==> src/rtl/pulse_acc_pkg.sv <==
// constants for the pulse accumulator counter
package pulse_acc_pkg;
  localparam int count_width = 8;
  localparam int addr_width = 4;
  localparam int data_width = 8;
  localparam int gate_divide = 64;
  localparam logic [addr_width-1:0] addr_count = 4'h0;
  localparam logic [addr_width-1:0] addr_control = 4'h1;
  localparam logic [addr_width-1:0] addr_irq_enable = 4'h2;
  localparam logic [addr_width-1:0] addr_flags = 4'h3;
  localparam logic [addr_width-1:0] addr_flag_clear = 4'h4;
  localparam logic [addr_width-1:0] addr_pin_level = 4'h5;
  // control register fields
  localparam int ctl_enable_bit = 6;
  localparam int ctl_mode_bit = 5;
  localparam int ctl_edge_bit = 4;
  // flag layout, shared by flags, clear and enable registers
  localparam int flag_ovf_bit = 4;
  localparam int flag_edge_bit = 5;
  localparam logic [data_width-1:0] control_reset = 8'h00;
  localparam logic [data_width-1:0] irq_enable_reset = 8'h00;
  localparam logic [count_width-1:0] count_reset = 8'h00;
  localparam logic [count_width-1:0] count_max = 8'hff;
endpackage

==> src/rtl/pulse_accumulator_counter.sv <==
// eight-bit pulse accumulator with event and gated-time modes
//
// The implementer's own choices: the strobed register port and the register offsets.
`timescale 1ns/1ns
// Function
// - event mode counts each selected edge on the count input pin.
// - software may preset the counter any time; two's complement gives N.
// - from zero, overflow occurs on the 256th count and every 256 after.
// - gated mode counts once per 64 clocks while pin is active.
// - edge select also picks the inhibit level in gated mode.
// - counting resumes from held value on each new active pulse.
// - gated counter stopped outside active level; overflow before end counts.
// - gated mode raises overflow and trailing-edge conditions, each maskable.
// - overflow interrupt has priority over input edge interrupt.
// - software can read the pin level at any time.
// - edge interrupt gated by local enable; the global mask gates it only at irq_out.
// - edge flag readable as pending and clearable by software.
// - overflow flag set on ff to 00; cleared writing one to bit 4.
// - mode select 0 is event counting, 1 is gated accumulation.
// - edge select 0 falling, inhibit 0; 1 rising, inhibit 1.
// - with enable clear counter stops, flags hold but never newly set.
module pulse_accumulator_counter
  import pulse_acc_pkg::*;
#(
  parameter int divide = gate_divide
) (
  // clock and reset
  input wire logic ref_clk_in,
  input wire logic reset_n_in,
  // register port
  input wire logic [addr_width-1:0] addr_in,
  input wire logic [data_width-1:0] wdata_in,
  input wire logic write_in,
  input wire logic read_in,
  output logic [data_width-1:0] rdata_out,
  // pin and cpu mask
  input wire logic count_input_pin_in,
  input wire logic global_irq_mask_in,
  // interrupts
  output logic irq_out,
  output logic overflow_irq_out,
  output logic input_edge_irq_out
);

  logic [data_width-1:0] control_reg;
  logic [data_width-1:0] irq_enable_reg;
  logic [count_width-1:0] pulse_count_value_reg;
  logic count_overflow_flag_reg;
  logic input_edge_flag_reg;
  logic pin_prev_reg;
  logic [$clog2(divide)-1:0] prescale_reg;
  logic accumulator_enable;
  logic count_mode_select;
  logic edge_polarity_select;
  logic edge_seen;
  logic tick;
  logic count_step;
  logic pin_active;
  logic wr_count;
  logic wr_clear;

  assign accumulator_enable = control_reg[ctl_enable_bit];
  assign count_mode_select = control_reg[ctl_mode_bit];
  assign edge_polarity_select = control_reg[ctl_edge_bit];
  assign wr_count = write_in && addr_in == addr_count;
  assign wr_clear = write_in && addr_in == addr_flag_clear;

  // selected edge; in gated mode it is also the trailing edge of the gate
  assign edge_seen = edge_polarity_select ?
                     (count_input_pin_in && !pin_prev_reg) :
                     (!count_input_pin_in && pin_prev_reg);
  // active level is the level opposite the inhibit level
  assign pin_active = count_input_pin_in != edge_polarity_select;
  assign tick = prescale_reg == ($clog2(divide))'(divide - 1);

  always_comb begin
    if (!accumulator_enable) begin
      count_step = 1'b0;
    end else if (count_mode_select) begin
      count_step = tick && pin_active;
    end else begin
      count_step = edge_seen;
    end
  end

  // free-running divider, never reset by the pin so pulses do not restart it
  always_ff @(posedge ref_clk_in or negedge reset_n_in) begin
    if (!reset_n_in) begin
      prescale_reg <= '0;
    end else if (tick) begin
      prescale_reg <= '0;
    end else begin
      prescale_reg <= prescale_reg + 1'b1;
    end
  end

  always_ff @(posedge ref_clk_in or negedge reset_n_in) begin
    if (!reset_n_in) begin
      pin_prev_reg <= 1'b0;
    end else begin
      pin_prev_reg <= count_input_pin_in;
    end
  end

  // software write has priority over a count in the same cycle
  always_ff @(posedge ref_clk_in or negedge reset_n_in) begin
    if (!reset_n_in) begin
      pulse_count_value_reg <= count_reset;
    end else if (wr_count) begin
      pulse_count_value_reg <= wdata_in[count_width-1:0];
    end else if (count_step) begin
      pulse_count_value_reg <= pulse_count_value_reg + 1'b1;
    end
  end

  always_ff @(posedge ref_clk_in or negedge reset_n_in) begin
    if (!reset_n_in) begin
      control_reg <= control_reset;
      irq_enable_reg <= irq_enable_reset;
    end else if (write_in && addr_in == addr_control) begin
      control_reg <= wdata_in;
    end else if (write_in && addr_in == addr_irq_enable) begin
      irq_enable_reg <= wdata_in;
    end
  end

  always_ff @(posedge ref_clk_in or negedge reset_n_in) begin
    if (!reset_n_in) begin
      count_overflow_flag_reg <= 1'b0;
    end else if (count_step && !wr_count &&
                 pulse_count_value_reg == count_max) begin
      count_overflow_flag_reg <= 1'b1;
    end else if (wr_clear && wdata_in[flag_ovf_bit]) begin
      count_overflow_flag_reg <= 1'b0;
    end
  end

  always_ff @(posedge ref_clk_in or negedge reset_n_in) begin
    if (!reset_n_in) begin
      input_edge_flag_reg <= 1'b0;
    end else if (accumulator_enable && edge_seen) begin
      input_edge_flag_reg <= 1'b1;
    end else if (wr_clear && wdata_in[flag_edge_bit]) begin
      input_edge_flag_reg <= 1'b0;
    end
  end

  // requests follow flags a cycle later; the cpu mask gates only irq_out
  always_ff @(posedge ref_clk_in or negedge reset_n_in) begin
    if (!reset_n_in) begin
      overflow_irq_out <= 1'b0;
      input_edge_irq_out <= 1'b0;
      irq_out <= 1'b0;
    end else begin
      overflow_irq_out <= count_overflow_flag_reg &&
                          irq_enable_reg[flag_ovf_bit] &&
                          accumulator_enable;
      // edge request masked while an overflow request stands
      input_edge_irq_out <= input_edge_flag_reg &&
                            irq_enable_reg[flag_edge_bit] &&
                            accumulator_enable &&
                            !(count_overflow_flag_reg &&
                              irq_enable_reg[flag_ovf_bit]);
      irq_out <= !global_irq_mask_in && accumulator_enable &&
                 ((count_overflow_flag_reg && irq_enable_reg[flag_ovf_bit])
                  || (input_edge_flag_reg &&
                      irq_enable_reg[flag_edge_bit]));
    end
  end

  always_ff @(posedge ref_clk_in or negedge reset_n_in) begin
    if (!reset_n_in) begin
      rdata_out <= '0;
    end else if (read_in) begin
      case (addr_in)
        addr_count: rdata_out <= pulse_count_value_reg;
        addr_control: rdata_out <= control_reg;
        addr_irq_enable: rdata_out <= irq_enable_reg;
        addr_flags: begin
          rdata_out <= '0;
          rdata_out[flag_ovf_bit] <= count_overflow_flag_reg;
          rdata_out[flag_edge_bit] <= input_edge_flag_reg;
        end
        addr_pin_level: rdata_out <= {7'h00, count_input_pin_in};
        default: rdata_out <= '0;
      endcase
    end else begin
      rdata_out <= '0;
    end
  end

  // wrap, preset, gate, edge flag and request behaviour
  a_overflow_sets: assert property (@(posedge ref_clk_in)
    disable iff (!reset_n_in)
    count_step && !wr_count && pulse_count_value_reg == count_max
    |=> count_overflow_flag_reg && pulse_count_value_reg == 8'h00)
    else $error("overflow flag not set on wrap");
  a_counter_steps: assert property (@(posedge ref_clk_in)
    disable iff (!reset_n_in)
    count_step && !wr_count
    |=> pulse_count_value_reg == $past(pulse_count_value_reg) + 8'h01)
    else $error("counter did not step");
  a_preset_loads: assert property (@(posedge ref_clk_in)
    disable iff (!reset_n_in)
    wr_count |=> pulse_count_value_reg == $past(wdata_in))
    else $error("preset not loaded");
  a_gate_inhibits: assert property (@(posedge ref_clk_in)
    disable iff (!reset_n_in)
    count_mode_select && !pin_active && !wr_count
    |=> $stable(pulse_count_value_reg))
    else $error("gated counter moved while inhibited");
  a_gated_rate: assert property (@(posedge ref_clk_in)
    disable iff (!reset_n_in)
    count_mode_select && count_step |-> tick)
    else $error("gated count off the divider tick");
  a_disabled_holds: assert property (@(posedge ref_clk_in)
    disable iff (!reset_n_in)
    !accumulator_enable && !input_edge_flag_reg ##1 !wr_clear
    |-> !input_edge_flag_reg)
    else $error("edge flag set while disabled");
  a_edge_wins: assert property (@(posedge ref_clk_in)
    disable iff (!reset_n_in)
    accumulator_enable && edge_seen && wr_clear |=> input_edge_flag_reg)
    else $error("edge lost to clear");
  a_priority_order: assert property (@(posedge ref_clk_in)
    disable iff (!reset_n_in)
    overflow_irq_out |-> !input_edge_irq_out)
    else $error("edge request beside overflow request");
  a_request_follows: assert property (@(posedge ref_clk_in)
    disable iff (!reset_n_in)
    ##1 input_edge_irq_out |-> $past(input_edge_flag_reg))
    else $error("edge request without flag");
  a_mask_gates: assert property (@(posedge ref_clk_in)
    disable iff (!reset_n_in)
    $past(global_irq_mask_in) |-> !irq_out)
    else $error("interrupt passed global mask");

  // per-mode stepping; a preset write always owns its cycle
  a_event_edge_steps: assert property (@(posedge ref_clk_in)
    disable iff (!reset_n_in)
    !count_mode_select && accumulator_enable && edge_seen && !wr_count
    |=> pulse_count_value_reg == $past(pulse_count_value_reg) + 8'h01)
    else $error("event edge not counted");
  a_event_holds: assert property (@(posedge ref_clk_in)
    disable iff (!reset_n_in)
    !count_mode_select && !edge_seen && !wr_count
    |=> $stable(pulse_count_value_reg))
    else $error("event counter moved without an edge");
  a_gated_steps: assert property (@(posedge ref_clk_in)
    disable iff (!reset_n_in)
    count_mode_select && accumulator_enable && pin_active && tick && !wr_count
    |=> pulse_count_value_reg == $past(pulse_count_value_reg) + 8'h01)
    else $error("gated tick not counted");
  a_gated_off_tick: assert property (@(posedge ref_clk_in)
    disable iff (!reset_n_in)
    count_mode_select && !tick && !wr_count
    |=> $stable(pulse_count_value_reg))
    else $error("gated counter moved between ticks");
  a_disabled_stops: assert property (@(posedge ref_clk_in)
    disable iff (!reset_n_in)
    !accumulator_enable && !wr_count |=> $stable(pulse_count_value_reg))
    else $error("disabled counter moved");

  // flag set and clear
  a_ovf_held_off: assert property (@(posedge ref_clk_in)
    disable iff (!reset_n_in)
    !accumulator_enable && !count_overflow_flag_reg
    |=> !count_overflow_flag_reg)
    else $error("overflow flag set while disabled");
  a_ovf_only_wrap: assert property (@(posedge ref_clk_in)
    disable iff (!reset_n_in)
    !count_overflow_flag_reg && pulse_count_value_reg != count_max
    |=> !count_overflow_flag_reg)
    else $error("overflow flag set without a wrap");
  a_ovf_clears: assert property (@(posedge ref_clk_in)
    disable iff (!reset_n_in)
    wr_clear && wdata_in[flag_ovf_bit] && !count_step
    |=> !count_overflow_flag_reg)
    else $error("overflow flag not cleared");
  a_edge_sets: assert property (@(posedge ref_clk_in)
    disable iff (!reset_n_in)
    accumulator_enable && edge_seen |=> input_edge_flag_reg)
    else $error("edge flag not set");
  a_edge_clears: assert property (@(posedge ref_clk_in)
    disable iff (!reset_n_in)
    wr_clear && wdata_in[flag_edge_bit] && !edge_seen
    |=> !input_edge_flag_reg)
    else $error("edge flag not cleared");

  // request outputs, register reads and the control write
  a_ovf_request_on: assert property (@(posedge ref_clk_in)
    disable iff (!reset_n_in)
    count_overflow_flag_reg && irq_enable_reg[flag_ovf_bit] &&
    accumulator_enable |=> overflow_irq_out)
    else $error("overflow request missing");
  a_ovf_request_off: assert property (@(posedge ref_clk_in)
    disable iff (!reset_n_in)
    !count_overflow_flag_reg |=> !overflow_irq_out)
    else $error("overflow request without flag");
  a_edge_request_off: assert property (@(posedge ref_clk_in)
    disable iff (!reset_n_in)
    !input_edge_flag_reg |=> !input_edge_irq_out)
    else $error("edge request after flag cleared");
  a_edge_masked: assert property (@(posedge ref_clk_in)
    disable iff (!reset_n_in)
    count_overflow_flag_reg && irq_enable_reg[flag_ovf_bit]
    |=> !input_edge_irq_out)
    else $error("edge request beside pending overflow");
  a_mask_open: assert property (@(posedge ref_clk_in)
    disable iff (!reset_n_in)
    !global_irq_mask_in && accumulator_enable && input_edge_flag_reg &&
    irq_enable_reg[flag_edge_bit] |=> irq_out)
    else $error("unmasked edge request missing");
  a_count_read: assert property (@(posedge ref_clk_in)
    disable iff (!reset_n_in)
    read_in && addr_in == addr_count
    |=> rdata_out == $past(pulse_count_value_reg))
    else $error("count read wrong");
  a_pin_level_read: assert property (@(posedge ref_clk_in)
    disable iff (!reset_n_in)
    read_in && addr_in == addr_pin_level
    |=> rdata_out[0] == $past(count_input_pin_in) &&
        rdata_out[data_width-1:1] == '0)
    else $error("pin level read wrong");
  a_control_loads: assert property (@(posedge ref_clk_in)
    disable iff (!reset_n_in)
    write_in && addr_in == addr_control |=> control_reg == $past(wdata_in))
    else $error("control write lost");

  // main scenarios the bench is meant to reach
  c_event_wrap: cover property (@(posedge ref_clk_in)
    disable iff (!reset_n_in)
    !count_mode_select && count_step && pulse_count_value_reg == count_max);
  c_gated_count: cover property (@(posedge ref_clk_in)
    disable iff (!reset_n_in) count_mode_select && count_step);
  c_trailing_edge: cover property (@(posedge ref_clk_in)
    disable iff (!reset_n_in) count_mode_select && input_edge_irq_out);
  c_clear_collide: cover property (@(posedge ref_clk_in)
    disable iff (!reset_n_in) accumulator_enable && edge_seen && wr_clear);
  c_gated_overflow: cover property (@(posedge ref_clk_in)
    disable iff (!reset_n_in)
    count_mode_select && count_step && pulse_count_value_reg == count_max);

endmodule

==> config.mk <==
export PLATFORM = sky130hd
export DESIGN_NAME = pulse_accumulator_counter
export DESIGN_NICKNAME = d
export VERILOG_FILES = /design/src/rtl/pulse_acc_pkg.sv /design/src/rtl/pulse_accumulator_counter.sv
export SDC_FILE = /design/constraint.sdc
export NUM_CORES = 1
export LEC_CHECK = 0
export ABC_AREA = 1
export BUFFER_PORTS_ARGS = -buffer_cell sky130_fd_sc_hd__buf_2
export CAP_MARGIN = 20
export CORE_ASPECT_RATIO = 0.7
export CORE_MARGIN = 5
export CORE_UTILIZATION = 57
export DETAILED_ROUTE_END_ITERATION = 16
export GPL_TIMING_DRIVEN = 0
export PLACE_DENSITY = 0.8
export SKIP_CTS_REPAIR_TIMING = 1
export SYNTH_ARGS = -nofsm -noshare
export SYNTH_HDL_FRONTEND = slang
export SYNTH_SLANG_ARGS = --single-unit
==> constraint.sdc <==
create_clock -name ref_clk_in -period 1.7 [get_ports ref_clk_in]
set_clock_uncertainty 0.05 [all_clocks]
set_input_delay 0.34 -clock ref_clk_in [delete_from_list [all_inputs] [get_ports ref_clk_in]]
set_output_delay 0.34 -clock ref_clk_in [all_outputs]
set_load 0.01 [all_outputs]
==> flow_metrics.env <==
export IMPL_initialDrtViolationCount=140
export IMPL_worstPathMaxFanout=9
export IMPL_track_usage_pct=19.97
export IMPL_worst_slew_pin_transition_ns=0.5182
export IMPL_p_leak_nw=1.401
export IMPL_ys_seq_elements=44
export IMPL_holdCritStartpoint="global_irq_mask_in"
export IMPL_dieWidth_um=84.69
export IMPL_critical_path_class="reg -> reg"
export IMPL_placed_cells=350
export IMPL_combinationalPowerShare_pct=19.8
export IMPL_min_period_over_period_pct=91.83
export IMPL_reg2reg_setup_slack_ns=0.14
export IMPL_yosys_cell_types_count=26
export IMPL_hold_viol=0
export IMPL_ys_seq_area_share_pct=49.47
export IMPL_antenna_cells=0
export IMPL_cellPowerDensity_nw_per_um2=1063
export IMPL_vias_per_cell=5.269
export IMPL_hold_ws_ns=0.1318
export IMPL_final_cells=361
export IMPL_slew_headroom_pct=65.34
export IMPL_gp_congestion=0.8743
export IMPL_cpLargestDelayFamily="simple AND/OR/NAND/NOR gates"
export IMPL_tns_ns=0
export IMPL_met1_length_mm=2.234
export IMPL_routedWlPerCell_um=13.62
export IMPL_ys_warn_count=0
export IMPL_initial_core_util_pct=57.80
export IMPL_grt_max_degree=45
export IMPL_clkPwrFrac_pct=30.9
export IMPL_drive_gt1_share_pct=23.95
export IMPL_maxSlewViolCount=0
export IMPL_area_delta_synth_final_pct=17.14
export IMPL_syn_nets=290
export IMPL_grt_pass1_wl_mm=8.197
export IMPL_drt_total_wl_mm=4.918
export IMPL_seqPwrFrac_pct=49.3
export IMPL_wl_met3_um=424
export IMPL_setup_viol=0
export IMPL_vias=1902
export IMPL_cp_cell_sequence="ha_1, nand3_2, nor2_2, nand2_1, nand2_1, nand2_4, nand2_4, nand2_1, nand2_1"
export IMPL_cp_arrival_ns=1.76
export IMPL_root_buffer="clkbuf_8"
export IMPL_timing_rr_start="prescale_reg[0]$_DFF_PN0_"
export IMPL_critical_path_max_stage_delay_ns=0.38
export IMPL_cp_slowest_cell="dfrtp_1"
export IMPL_worstHoldEndpoint="irq_out$_DFF_PN0_"
export IMPL_grt_pass1_vias=1731
export IMPL_synthesis_area_um2=2226
export IMPL_die_h_um=62.29
export IMPL_antenna_found_initial=0
export IMPL_run_status="complete, no violations"
export IMPL_clk_path_buf_depth=2
export IMPL_period_needed_ns=1.561
export IMPL_avgSynthCellArea_um2=8.244
export IMPL_die_area_um2=5275
export IMPL_htreeDepth=2
export IMPL_overflow=0
export IMPL_post_dp_hpwl_mm=3.550
export IMPL_intPower_w=0.001914
export IMPL_fmax_mhz=640.6
export IMPL_cts_buffers_inserted=5
export IMPL_maxUsedRoutingLayer="met4"
export IMPL_nets=328
export IMPL_vdd_ir_drop_max_mv=0.8852
export IMPL_fill_cells=328
export IMPL_maxCapViolCount=0
export IMPL_wl_met2_mm=2.181
export IMPL_clk_pin_slew_worst_paths_ns=0.09
export IMPL_swShare_pct=30.92
export IMPL_core_um2=3851
export IMPL_regToRegEndpoint="pulse_count_value_reg[1]$_DFFE_PN0P_"
export IMPL_firstDrtPassIters=4
export IMPL_rows=19
export IMPL_dpl_instance_area_um2=2431
export IMPL_drc=0
export IMPL_path_buf_inv=0
export IMPL_fin_area_um2=2608
export IMPL_hold_class="in -> reg"
export IMPL_worst_setup_path_start_kind="flip-flop"
export IMPL_io_pins=29
export IMPL_clkLatencyLatePin_ns=0.31
export IMPL_io_buffers=28
export IMPL_cts_sinks=44
export IMPL_cp_data_required_time_ns=1.89
export IMPL_hold_path_depth=2
export IMPL_crit_top_cell="nand2_1"
export IMPL_synth_cells=270
export IMPL_power_switching_w=0.0008566
export IMPL_r2r_cells=9
export IMPL_cts_tree="done"
export IMPL_ant_nets=0
export IMPL_worst_setup_path_end_kind="flip-flop"
worst register-to-register path, cell delays in order, from the launching register on:
cell	delay, ns
dfrtp_1	0.38
ha_1	0.21
nand3_2	0.13
nor2_2	0.16
nand2_1	0.06
nand2_1	0.14
nand2_4	0.12
nand2_4	0.12
nand2_1	0.06
nand2_1	0.06
placed cells by master, fill, tap and decap left out, drive strengths merged:
cell type,count
o21bai,1
o211ai,3
nor3b,1
nor3,3
ha,2
a211oi,1
and2,1
dlygate4sd3,1
clkinv,1
bufinv,1
xnor2,1
o21ai,29
nand4,3
a21oi,2
xor2,4
nor2,19
buf,34
dfrtp,44
nand2,97
nand3,21
clkbuf,6
inv,34
layout make-up:
| cell class | count | area [um^2] | area share (%) |
|---|---|---|---|
| Sequential cell | 44 | 1101 | 42.23 |
| Multi-Input combinational cell | 188 | 982.2 | 37.67 |
| Timing Repair Buffer | 31 | 177.7 | 6.814 |
| Inverter | 34 | 127.6 | 4.894 |
| Clock buffer | 6 | 82.58 | 3.167 |
| Tap cell | 52 | 65.06 | 2.495 |
| Clock inverter | 2 | 38.79 | 1.488 |
| Buffer | 4 | 32.53 | 1.248 |
stage by stage:
stage / setup WS, ns / utilization, % / power, W
after floorplan: 0.2618 / - / 0.001732
after global placement: -0.03390 / 63.13 / 0.001883
after detailed placement: -0.04383 / 63.13 / 0.001913
after CTS: -0.002975 / 66.28 / 0.002767
after global routing: -0.01067 / 67.71 / 0.002936
final: 0.1388 / 67.71 / 0.002771
kinds of logic after synthesis:
logic type               after synthesis  synth area share [%]
flip-flops                            44                 49.47
adder cells (fa/ha/maj)                2                 1.124
buffers and inverters                 38                 7.195
AND/OR/NAND/NOR                      145                 28.89
XOR/XNOR                               5                 1.967
AO/OA/AOI/OAI                         36                 11.35
routing by layer:
| metal | vias to the layer above | global-route usage (%) |
|---|---|---|
| met4 | 0 | 8.498 |
| met2 | 64 | 28.13 |
| met1 | 901 | 29.51 |
| met3 | 8 | 4.491 |
| met5 | - | 0 |
| li1 | 929 | - |
synth_stat cells, drive strengths merged:
cell / n / area (um^2)
a21oi: 2 / 10.01
nand2: 97 / 394.1
nand4: 3 / 18.77
buf: 4 / 32.53
o21bai: 1 / 7.510
o211ai: 3 / 22.52
nor2: 19 / 73.82
xor2: 4 / 35.03
o21ai: 29 / 205.2
xnor2: 1 / 8.760
dfrtp: 44 / 1101
nor3: 3 / 37.53
ha: 2 / 25.02
a211oi: 1 / 7.510
and2: 1 / 6.260
inv: 34 / 127.6
nor3b: 1 / 7.510
nand3: 21 / 105.1
how the worst max path moves through the flow:
stage | endpoint | slack (ns) | cells after the start | startpoint
after floorplan | pulse_count_value_reg[0]$_DFFE_PN0P_ | 0.26 | 9 | prescale_reg[0]$_DFF_PN0_
after global placement | control_reg[6]$_DFFE_PN0P_ | -0.03 | 8 | addr_in[2]
after detailed placement | control_reg[6]$_DFFE_PN0P_ | -0.04 | 8 | addr_in[2]
after CTS | pulse_count_value_reg[7]$_DFFE_PN0P_ | -0.003 | 9 | prescale_reg[0]$_DFF_PN0_
after global routing | pulse_count_value_reg[0]$_DFFE_PN0P_ | -0.01 | 9 | prescale_reg[0]$_DFF_PN0_
final | pulse_count_value_reg[1]$_DFFE_PN0P_ | 0.14 | 9 | prescale_reg[0]$_DFF_PN0_
power by group through the flow:
| stage | registers (W) | clock network [W] | logic, W |
|---|---|---|---|
| floorplan | 0.00135 | 0 | 0.000386 |
| global placement | 0.00137 | 0 | 0.000511 |
| detailed placement | 0.00138 | 0 | 0.000531 |
| CTS | 0.00136 | 0.000866 | 0.000539 |
| global route | 0.00139 | 0.000909 | 0.000639 |
| finish | 0.00137 | 0.000855 | 0.000549 |
Power figures use the tool's default switching activity.
